<file path="src/tcp_cfg.svh">
// Constants for the general-purpose timer: reload values, limits, interrupt source codes.
// Assumes inclusion by bare name from the timer package and design files.
// Functional notes
// - Event-counter mode counts timer input edges chosen by polarity; no prescaler.
// - Comparator-counter mode counts comparator output edges chosen by polarity; no prescaler.
// - Counter modes: at reload value interrupt, load count 0001h, keep counting.
// - Counter and capture modes: enabled output inverts each reload, starts at polarity.
// - Counter modes: polarity also fixes initial output level, even with output disabled; the code holds o_tout low while i_out_en is low.
// - Software start count serves only the first pass; later passes start at 0001h.
// - PWM: toggle at match; at reload interrupt, count to 0001h, continue.
// - PWM output starts at polarity, inverts at match, returns at reload.
// - Dual PWM drives a second pin with the complement of the primary output.
// - Dual PWM delays each rising transition on both pins by 0 to 128 clocks.
// - High-time fraction: (reload-match)/reload at polarity 0, match/reload at 1.
// - Capture modes: selected input edge copies the count into the match register.
// - Capture modes: source config picks interrupts on capture, reload, or both.
// - Capture flag clears on reload interrupt, sets on capture interrupt.
// - Input edge is synchronised; capture lands 2 to 3 clocks after the event.
// - Capture mode counts freely with wrap; capture and reload interrupt without reset.
// - Capture-restart: first of capture or reload interrupts, reloads 0001h, continues.
// - Capture/compare waits for first edge; later edges and compare restart at 0001h.
// - Compare mode interrupts and inverts output at compare value, wraps without reset.
`ifndef TCP_CFG_SVH
`define TCP_CFG_SVH

`define TCP_RESTART_CNT 16'h0001
`define TCP_COUNT_RST 16'h0001
`define TCP_PWM_RST 16'h0000
`define TCP_DB_MAX 8'h80
`define TCP_DB_NONE 8'h00
`define TCP_IRQ_CAPTURE_ONLY 2'h2
`define TCP_IRQ_RELOAD_ONLY 2'h3

`endif

</file>
<file path="src/tcp_pkg.sv">
// Types shared by the timer and its deadband unit.
// Assumes the constants header sits in the include path.
`default_nettype none
package tcp_pkg;
  `include "tcp_cfg.svh"

  typedef enum logic [3:0] {
    TCP_M_ONESHOT = 4'h0,
    TCP_M_CONT = 4'h1,
    TCP_M_COUNTER = 4'h2,
    TCP_M_PWM_SINGLE = 4'h3,
    TCP_M_CAPTURE = 4'h4,
    TCP_M_COMPARE = 4'h5,
    TCP_M_GATED = 4'h6,
    TCP_M_CAPT_CMP = 4'h7,
    TCP_M_TRIG_ONESHOT = 4'h8,
    TCP_M_CMP_COUNTER = 4'h9,
    TCP_M_PWM_DUAL = 4'ha,
    TCP_M_CAPT_RESTART = 4'hb
  } tcp_mode_t;

  typedef struct packed {
    logic s1_tin;
    logic s2_tin;
    logic pv_tin;
    logic s1_cmp;
    logic s2_cmp;
    logic pv_cmp;
    logic [6:0] presc;
    logic [15:0] count;
    logic [15:0] pwm;
    logic tout;
    logic armed;
    logic irq;
    logic capflag;
  } tcp_state_t;

  typedef struct packed {
    logic [7:0] cnt;
    logic out;
  } tcp_db_state_t;
endpackage
`default_nettype wire

</file>
<file path="src/tcp_db_if.sv">
// Carrier between the timer core and one deadband unit.
// Assumes both ends run on the same clock.
`timescale 1ns/10ps
`default_nettype none
interface tcp_db_if;
  logic raw;
  logic [7:0] delay;
  logic out;
  modport ctrl (output raw, output delay, input out);
  modport unit (input raw, input delay, output out);
endinterface
`default_nettype wire

</file>
<file path="src/tcp_deadband.sv">
// Deadband unit: passes falling edges at once, holds rising edges back by a clock count.
// Assumes raw level and delay come from logic on the same clock.
`timescale 1ns/10ps
`default_nettype none
module tcp_deadband (
  input wire logic i_clk,
  input wire logic i_rst,
  tcp_db_if.unit db
);
  import tcp_pkg::*;

  tcp_db_state_t st_r;
  tcp_db_state_t st_nxt;

  // ----------------------------------------
  // Delay counter
  // ----------------------------------------
  always_comb begin
    st_nxt = st_r;
    if (!db.raw) begin
      st_nxt.cnt = 8'h00;
      st_nxt.out = 1'b0;
    end else if (st_r.cnt >= db.delay) begin
      st_nxt.out = 1'b1;
    end else begin
      st_nxt.cnt = st_r.cnt + 8'h01;
    end
  end

  always_ff @(posedge i_clk) begin
    if (i_rst) begin
      st_r <= '0;
    end else begin
      st_r <= st_nxt;
    end
  end

  assign db.out = st_r.out;
endmodule
`default_nettype wire

</file>
<file path="src/tcp_timer.sv">
// General-purpose 16-bit timer: counter, PWM, capture and compare modes.
// Assumes control fields come from same-clock logic; pins are asynchronous.
`timescale 1ns/10ps
`default_nettype none
`include "tcp_cfg.svh"
module tcp_timer (
  input wire logic i_clk,
  input wire logic i_rst,
  input wire logic i_enable,
  input wire tcp_pkg::tcp_mode_t i_mode,
  input wire logic [2:0] i_prescale,
  input wire logic i_output_polarity_select,
  input wire logic i_out_en,
  input wire logic [1:0] i_interrupt_source_config,
  input wire logic [7:0] i_deadband_delay,
  input wire logic [15:0] i_reload,
  input wire logic i_count_wr,
  input wire logic [15:0] i_count_wdata,
  input wire logic i_pwm_wr,
  input wire logic [15:0] i_pwm_wdata,
  input wire logic i_timer_in,
  input wire logic i_comp_in,
  output logic [15:0] o_count,
  output logic [15:0] o_pwm_match,
  output logic o_irq,
  output logic o_capture_interrupt_flag,
  output logic o_tout,
  output logic o_tout_n
);
  import tcp_pkg::*;

  tcp_state_t st_r;
  tcp_state_t st_nxt;

  logic pol;
  logic tin_edge;
  logic cmp_edge;
  logic [6:0] presc_lim;
  logic presc_tick;
  logic reload_hit;
  logic [15:0] count_inc;
  logic is_capture;
  logic is_dual;
  logic rl_ev;
  logic cap_ev;
  logic allow_rl;
  logic allow_cap;

  assign pol = i_output_polarity_select;

  // ----------------------------------------
  // Edge selection and prescaler
  // ----------------------------------------
  // Edges are taken only after the second synchroniser stage
  assign tin_edge = pol ? (st_r.pv_tin & ~st_r.s2_tin) : (~st_r.pv_tin & st_r.s2_tin);
  assign cmp_edge = pol ? (st_r.pv_cmp & ~st_r.s2_cmp) : (~st_r.pv_cmp & st_r.s2_cmp);
  assign presc_lim = 7'((8'h01 << i_prescale) - 8'h01);
  assign presc_tick = (st_r.presc == presc_lim);
  assign reload_hit = (st_r.count == i_reload);
  assign count_inc = st_r.count + 16'h0001;
  assign is_capture = (i_mode == TCP_M_CAPTURE) || (i_mode == TCP_M_CAPT_RESTART)
                      || (i_mode == TCP_M_CAPT_CMP);
  assign is_dual = (i_mode == TCP_M_PWM_DUAL);

  // Source config only filters interrupts in the capture modes
  always_comb begin
    allow_rl = 1'b1;
    allow_cap = 1'b1;
    if (is_capture) begin
      allow_rl = (i_interrupt_source_config != `TCP_IRQ_CAPTURE_ONLY);
      allow_cap = (i_interrupt_source_config != `TCP_IRQ_RELOAD_ONLY);
    end
  end

  // ----------------------------------------
  // Next state
  // ----------------------------------------
  always_comb begin
    st_nxt = st_r;
    st_nxt.irq = 1'b0;
    rl_ev = 1'b0;
    cap_ev = 1'b0;
    st_nxt.s1_tin = i_timer_in;
    st_nxt.s2_tin = st_r.s1_tin;
    st_nxt.pv_tin = st_r.s2_tin;
    st_nxt.s1_cmp = i_comp_in;
    st_nxt.s2_cmp = st_r.s1_cmp;
    st_nxt.pv_cmp = st_r.s2_cmp;
    if (i_pwm_wr) begin
      st_nxt.pwm = i_pwm_wdata;
    end
    if (!i_enable) begin
      // Idle output rests at the polarity level, ready for the first pass
      st_nxt.presc = 7'h00;
      st_nxt.tout = pol;
      st_nxt.armed = 1'b0;
    end else begin
      st_nxt.presc = presc_tick ? 7'h00 : st_r.presc + 7'h01;
      unique case (i_mode)
        TCP_M_COUNTER: begin
          if (tin_edge) begin
            if (reload_hit) begin
              st_nxt.count = `TCP_RESTART_CNT;
              st_nxt.tout = ~st_r.tout;
              rl_ev = 1'b1;
            end else begin
              st_nxt.count = count_inc;
            end
          end
        end
        TCP_M_CMP_COUNTER: begin
          if (cmp_edge) begin
            if (reload_hit) begin
              st_nxt.count = `TCP_RESTART_CNT;
              st_nxt.tout = ~st_r.tout;
              rl_ev = 1'b1;
            end else begin
              st_nxt.count = count_inc;
            end
          end
        end
        TCP_M_PWM_SINGLE, TCP_M_PWM_DUAL: begin
          if (presc_tick) begin
            if (reload_hit) begin
              st_nxt.count = `TCP_RESTART_CNT;
              st_nxt.tout = pol;
              rl_ev = 1'b1;
            end else begin
              st_nxt.count = count_inc;
              if (st_r.count == st_r.pwm) begin
                st_nxt.tout = ~pol;
              end
            end
          end
        end
        TCP_M_CAPTURE: begin
          if (presc_tick) begin
            st_nxt.count = count_inc;
            if (reload_hit) begin
              st_nxt.tout = ~st_r.tout;
              rl_ev = 1'b1;
            end
          end
          if (tin_edge) begin
            st_nxt.pwm = st_r.count;
            cap_ev = 1'b1;
          end
        end
        TCP_M_CAPT_RESTART, TCP_M_CAPT_CMP: begin
          if (i_mode == TCP_M_CAPT_CMP && !st_r.armed) begin
            st_nxt.armed = tin_edge;
          end else if (tin_edge) begin
            st_nxt.pwm = st_r.count;
            st_nxt.count = `TCP_RESTART_CNT;
            cap_ev = 1'b1;
          end else if (presc_tick) begin
            if (reload_hit) begin
              st_nxt.count = `TCP_RESTART_CNT;
              st_nxt.tout = ~st_r.tout;
              rl_ev = 1'b1;
            end else begin
              st_nxt.count = count_inc;
            end
          end
        end
        TCP_M_COMPARE: begin
          if (presc_tick) begin
            st_nxt.count = count_inc;
            if (reload_hit) begin
              st_nxt.tout = ~st_r.tout;
              rl_ev = 1'b1;
            end
          end
        end
        // One-shot, continuous and gated modes are not built here; timer holds
        TCP_M_ONESHOT, TCP_M_CONT, TCP_M_GATED, TCP_M_TRIG_ONESHOT: begin
          st_nxt.count = st_r.count;
        end
        default: begin
          st_nxt.count = st_r.count;
        end
      endcase
    end
    st_nxt.irq = (rl_ev && allow_rl) || (cap_ev && allow_cap);
    // Capture wins when both land in one cycle
    if (cap_ev && allow_cap) begin
      st_nxt.capflag = 1'b1;
    end else if (rl_ev && allow_rl) begin
      st_nxt.capflag = 1'b0;
    end
    // A software load only seeds the current pass
    if (i_count_wr) begin
      st_nxt.count = i_count_wdata;
    end
  end

  always_ff @(posedge i_clk) begin
    if (i_rst) begin
      st_r <= '0;
      st_r.count <= `TCP_COUNT_RST;
      st_r.pwm <= `TCP_PWM_RST;
    end else begin
      st_r <= st_nxt;
    end
  end

  // ----------------------------------------
  // Outputs and deadband
  // ----------------------------------------
  tcp_db_if db_p ();
  tcp_db_if db_n ();

  // Deadband only in dual mode; single mode keeps one cycle of latency on the primary path and holds the complement low
  assign db_p.raw = st_r.tout & i_out_en;
  assign db_n.raw = ~st_r.tout & i_out_en & is_dual;
  assign db_p.delay = !is_dual ? `TCP_DB_NONE
                      : (i_deadband_delay > `TCP_DB_MAX ? `TCP_DB_MAX : i_deadband_delay);
  assign db_n.delay = db_p.delay;

  tcp_deadband u_db_p (
    .i_clk(i_clk),
    .i_rst(i_rst),
    .db(db_p.unit)
  );

  tcp_deadband u_db_n (
    .i_clk(i_clk),
    .i_rst(i_rst),
    .db(db_n.unit)
  );

  assign o_count = st_r.count;
  assign o_pwm_match = st_r.pwm;
  assign o_irq = st_r.irq;
  assign o_capture_interrupt_flag = st_r.capflag;
  assign o_tout = db_p.out;
  assign o_tout_n = db_n.out;
endmodule
`default_nettype wire

</file>
<file path="config.mk">
export PLATFORM = sky130hd
export DESIGN_NAME = tcp_timer
export DESIGN_NICKNAME = d
export VERILOG_FILES = /design/src/tcp_pkg.sv /design/src/tcp_db_if.sv /design/src/tcp_deadband.sv /design/src/tcp_timer.sv
export VERILOG_INCLUDE_DIRS = /design/src
export SDC_FILE = /design/constraint.sdc
export NUM_CORES = 1
export LEC_CHECK = 0
export ABC_CLOCK_PERIOD_IN_PS = 3300
export BUFFER_PORTS_ARGS = -buffer_cell sky130_fd_sc_hd__buf_2
export CAP_MARGIN = 5
export CELL_PAD_IN_SITES_DETAIL_PLACEMENT = 1
export CELL_PAD_IN_SITES_GLOBAL_PLACEMENT = 2
export CORE_ASPECT_RATIO = 0.75
export CORE_MARGIN = 4
export CORE_UTILIZATION = 29
export DETAILED_ROUTE_END_ITERATION = 10
export GPL_ROUTABILITY_DRIVEN = 0
export MAX_ROUTING_LAYER = met4
export PLACE_DENSITY = 0.81
export SYNTH_ARGS = -nofsm -noshare
export SYNTH_HDL_FRONTEND = slang
export SYNTH_SLANG_ARGS = --single-unit
</file>
<file path="constraint.sdc">
create_clock -name i_clk -period 3.3 [get_ports i_clk]
set_clock_uncertainty 0.1 [all_clocks]
set_input_delay 0.165 -clock i_clk [delete_from_list [all_inputs] [get_ports i_clk]]
set_output_delay 0.165 -clock i_clk [all_outputs]
set_load 0.02 [all_outputs]
</file>
# After elaboration in Yosys (flattened, before gate mapping)
# Index checks and enable logic that the tools add are counted.
# totals
regBits	67
input_bits	74
output_inout_bits	36
word_cells	132
# op_classes
addsub	5
magnitude_cmp	3
eq_ne	24
shift	1
muxes	45
bitwise_logic	16
reduce_logical	21
# ops
operator	n
16-bit 2-to-1 mux	9
16-bit case mux with 5 select lines	1
33-bit 2-to-1 mux	1
16-bit == test	2
32-bit 2-to-1 mux	1
16-bit case mux with 2 select lines	1
1-bit 2-to-1 mux	26
3-bit != test, second input constant	8
16-bit by 1-bit adder with 16-bit output, second input constant	1
8-bit by 1-bit adder with 8-bit output, second input constant	2
8-bit greater-or-equal comparator	2
8-bit 2-to-1 mux	2
4-bit by 3-bit == test with 1-bit output, second input constant	3
4-bit == test, second input constant	3
2-bit OR reduction	6
1-bit inverter	9
4-bit by 2-bit == test with 1-bit output, second input constant	2
8-bit > comparator, second input constant	1
7-bit by 1-bit adder with 7-bit output, second input constant	1
1-bit bitwise AND	7
7-bit == test	1
7-bit AND reduction	1
1-bit by 3-bit << shifter with 7-bit output, first input constant	1
7-bit by 1-bit subtractor with 7-bit output, second input constant	1
other kinds (17)	23

# Logic depth before layout (Yosys ltp)
# depth
depth_word	11
depth_mapped	14
ltp_nobuf	12

# Modules after synthesis
# From an unflattened synthesis, not the netlist that was laid out.
# unflattened
cells_unflattened	628
hier_area_um2	4943.5
# by_module_without_submodules
module	instances	cells_per_inst	area_per_inst_um2	seq_area_each_um2
tcp_timer	1	480	3764.9	980.9
tcp_deadband	2	74	589.3	180.2

# Worst setup path before layout
# Ideal clock, no wire load.
# synth_timing
kind	input to register
from	in i_mode[3]
to	reg u_db_p.st_r[3] in the netlist's numbering
setup_time_ns	0.073
arrival_time_ns	3.211
required_time_ns	3.127
path_slack_ns	-0.084
cell_stages	14
path_buffers	2
path_cell_list	clkbuf_1 -> nand2b_1 -> or3b_2 -> nor2_1 -> and2_1 -> ha_1 -> nand2b_1 -> a21o_1 -> a21oi_1 -> o21ai_0 -> o41a_1 -> clkbuf_1 -> or3_1 -> a21oi_1
# synth_between
elab_chain_len	3
# synth_rtl
item	line	rtl
from (decl)	tcp_timer.sv:10	input wire tcp_pkg::tcp_mode_t i_mode,
4-bit == test	tcp_timer.sv:63	assign is_dual = (i_mode == TCP_M_PWM_DUAL);
8-bit 2-to-1 mux	tcp_timer.sv:216	assign db_p.delay = !is_dual ? `TCP_DB_NONE
8-bit greater-or-equal comparator	tcp_deadband.sv:23	end else if (st_r.cnt >= db.delay) begin
to (signal assigned)	tcp_deadband.sv:34	st_r <= st_nxt;
to (decl)	tcp_deadband.sv:12	tcp_db_state_t st_r;
# No other way between the ends.
# A chain may end at the register's enable or synchronous reset.

# Final worst setup path
# layout_timing
from	in i_mode[2]
to	reg u_db_p.st_r[4] in the netlist's numbering
# Same word-level chain as after synthesis.

==> impl_metrics.tcl <==
set metrics [dict create \
    grt_antenna_before_repair 2 \
    synthTopCellsByArea "dfxtp_1, ha_1, buf_4, xnor2_1, nor2_1" \
    tightest_slew_ns 0.693 \
    setup_viol 0 \
    period_share_pct 91.9 \
    drt_wl_total_mm 17.4 \
    cts_setup_buffers 0 \
    crit_slowest_cell "or4_1" \
    cts_sinks 67 \
    synth-xor-area-share_pct 8.58 \
    irDropWorstVdd_mv 0.199 \
    dp_cells 890 \
    wl_per_cell_um 19.0 \
    fmax_mhz 330 \
    hpwl_mm 13.6 \
    hold_path.class "in -> reg" \
    grt_max_degree 39 \
    min_period_ns 3.03 \
    setup_tns_ns 0 \
    drv_cap 0 \
    yosys.area.top_type "dfxtp_1" \
    critPathCaptureType "flip-flop" \
    finalHoldViolCount 0 \
    maxSlewViolCount 0 \
    crit_fanout 9 \
    power.leakage_nw 2.41 \
    slowest_delay_ns 0.52 \
    rsz0062_at_grt "no" \
    postPlaceCellArea_um2 5540 \
    yosys.area_share.simple_pct 23.8 \
    min_delay_path_depth 3 \
    rows 40 \
    start_kind "primary input" \
    yosys.area_share.adder_pct 5.36 \
    grt-ovfl-total 0 \
    cp.required_ns 3.47 \
    critical-path-top-delay-family "simple AND/OR/NAND/NOR gates" \
    cts_tree "built" \
    grt_pass1_wl_mm 27.7 \
    area_delta_synth_final_pct 20.5 \
    relSlewSlack_pct 53.7 \
    grt.total_usage_pct 19.0 \
    dieArea_um2 19100 \
    worstSetupPathType "in -> reg" \
    portBuffers 109 \
    yosysTopAreaCellShare_pct 27.4 \
    rr_worst_depth 8 \
    synthesis.nets 708 \
    root_buffer "clkbuf_16" \
    layout.nets 791 \
    start_util_pct 30.0 \
    fin_area_um2 5910 \
    dr_total_vias 4880 \
    synth-compound-area-share_pct 21.4 \
    holdWs_ns 0.0109 \
    drtIter0Drc 354 \
    worst-path-buf-inv 1 \
    coreArea_um2 16300 \
    synth-edff-count 0 \
    async_reset_ff_share_pct 0 \
    power_density_nw_per_um2 402 \
    route.detailed.drc 0 \
    die_h_um 121 \
    arrival_ns 3.20 \
    critical_path.cell_chain "buf_2 > nand2b_1 > or3b_2 > nor2_2 > and2_1 > ha_1 > nand2b_1 > a21o_1 > a21oi_1 > o21ai_0 > o41a_1 > or4_1 > a21oi_1" \
    power_mw 2.37 \
    die_w_um 158 \
    synth-seq-cells 67 \
    syn_avg_cell_area_um2 8.00 \
    outcome "completed" \
    viasPerCell 5.35 \
    r2r_slack_ns 0.47 \
    grt_pass1_vias 5189 \
    synthFlopType "dfxtp_1" \
    cts_buffers 9 \
    clk_pin_slew_worst_paths_ns 0.06 \
    crit_cells 13 \
    fillers 1995 \
    clock_latency_ns 0.35 \
    h-tree-depth 3 \
    drt-pass1-iter-count 5 \
    yosysSeqAreaShare_pct 27.4 \
    syn_area_um2 4900 \
    synth.area.mux_share_pct 3.88 \
    yosysWarningCount 0 \
    drive_above_1_share_pct 24.7 \
    cts_buffer_depth 2 \
    synth_cell_types 70 \
    ios 110 \
    synthCells 613 \
    synth_top_family_by_area "simple AND/OR/NAND/NOR gates" \
    fin_cells 913 \
    final_antenna_net_count 0 \
]
cell type report:
cell class                 count  area, µm²  area share [%]
multi-input combinational    455       3090            52.3
clock inverter                 6       71.3            1.21
clock buffer                  10        239            4.04
inverter                      17       63.8            1.08
sequential                    67       1340            22.7
tap                          210        263            4.45
antenna                        2       5.00          0.0847
timing repair buffer         146        836            14.1
cells in the final DEF, fill, tap and decap left out, types with 10 or more instances in the layout:
cell type  instances
nand3_1           20
dfxtp_1           67
ha_1              21
xor2_1            21
nor4_1            10
xnor2_1           27
a31oi_1           10
inv_1             14
a211oi_1          17
buf_4             32
buf_2            109
o21ai_0           18
mux2i_1           19
nor2_1            57
nand4_1           14
a21oi_1           32
o211ai_1          11
or4_1             10
nand2_1           38
worst reg2reg max path, cell delays in order (launching register included):
cell and delay (ns):
dfxtp_1 0.36, or4_1 0.54, and3_4 0.20, nor4_4 0.34
o21ai_2 0.19, o211ai_2 0.38, buf_4 0.22, a311oi_1 0.12
a2111oi_2 0.29
kinds of logic (layout without fill, tap and decap cells):
family,after synthesis,in the layout
other,0,2
buffers and inverters,91,179
and+or+nand+nor,217,217
AOI/OAI and AO/OA,150,150
DFF,67,67
adders and majority gates,21,21
muxes,19,19
xor gates and xnor gates,48,48
power by group:
group	leakage [nW]	internal [mW]	switching, mW
sequential	0.548	0.841	0.0404
combinational	1.71	0.194	0.269
clock	0.146	0.613	0.415
stage by stage:
stage | worst slack, ns | utilization, %
after floorplan | 0.116 | -
after global placement | 0.0682 | 34.0
after detailed placement | -0.0963 | 34.0
after CTS | 0.266 | 36.2
after global routing | 0.0260 | 36.2
final | 0.266 | 36.2
metal layers:
| layer | track usage, % | share of wire [%] | vias to the layer above | routed length (µm) |
|---|---|---|---|---|
| met5 | - | 0 | - | 0 |
| met2 | 27.2 | 43 | 147 | 7530 |
| met3 | 5.22 | 7.9 | 26 | 1370 |
| met4 | 4.95 | 1.3 | 0 | 225 |
| li1 | - | - | 2375 | - |
| met1 | 26.4 | 48 | 2332 | 8260 |
worst paths after layout:
check / from / to
max: i_mode[2] / u_db_p.st_r[4]$_SDFFE_PP0N_
min reg2reg: st_nxt[44]$_SDFF_PP0_ / st_nxt[43]$_SDFF_PP0_
min: i_count_wdata[5] / o_count[5]$_SDFFE_PP0P_
max reg2reg: st_r[36]$_SDFF_PP0_ / o_count[6]$_SDFFE_PP0P_
sequential cells by signal, summed over array words and instances (netlist names):
name,flops
u_db_n.st_r,8
o_count,16
u_db_p.db.out,1
o_irq,1
st_r,11
u_db_n.db.out,1
st_nxt,4
o_capture_interrupt_flag,1
o_pwm_match,16
u_db_p.st_r,8
synth_stat cells, types with 4 or more instances:
| cell | n |
|---|---|
| a211oi_1 | 17 |
| a21o_1 | 5 |
| a21oi_1 | 32 |
| a221oi_1 | 4 |
| a31oi_1 | 10 |
| and2_1 | 6 |
| and3_1 | 6 |
| buf_4 | 33 |
| clkbuf_1 | 37 |
| dfxtp_1 | 67 |
| ha_1 | 21 |
| inv_1 | 14 |
| mux2i_1 | 19 |
| nand2_1 | 38 |
| nand2b_1 | 9 |
| nand3_1 | 20 |
| nand4_1 | 14 |
| nor2_1 | 58 |
| nor2b_1 | 9 |
| nor3_1 | 4 |
| nor3b_1 | 4 |
| nor4_1 | 10 |
| o211ai_1 | 11 |
| o21a_1 | 5 |
| o21ai_0 | 18 |
| o22ai_1 | 5 |
| o31ai_1 | 9 |
| or3_1 | 7 |
| or4_1 | 10 |
| xnor2_1 | 27 |
| xor2_1 | 21 |
timing repair:
| action | 4_1_cts | 5_1_grt |
|---|---|---|
| gates resized for setup | 0 | 0 |
| setup endpoints to repair | 0 | 0 |
| hold buffers | 5 | 0 |
| hold endpoints to repair | 5 | 0 |
Note: power is estimated with default switching activity, not from simulation.
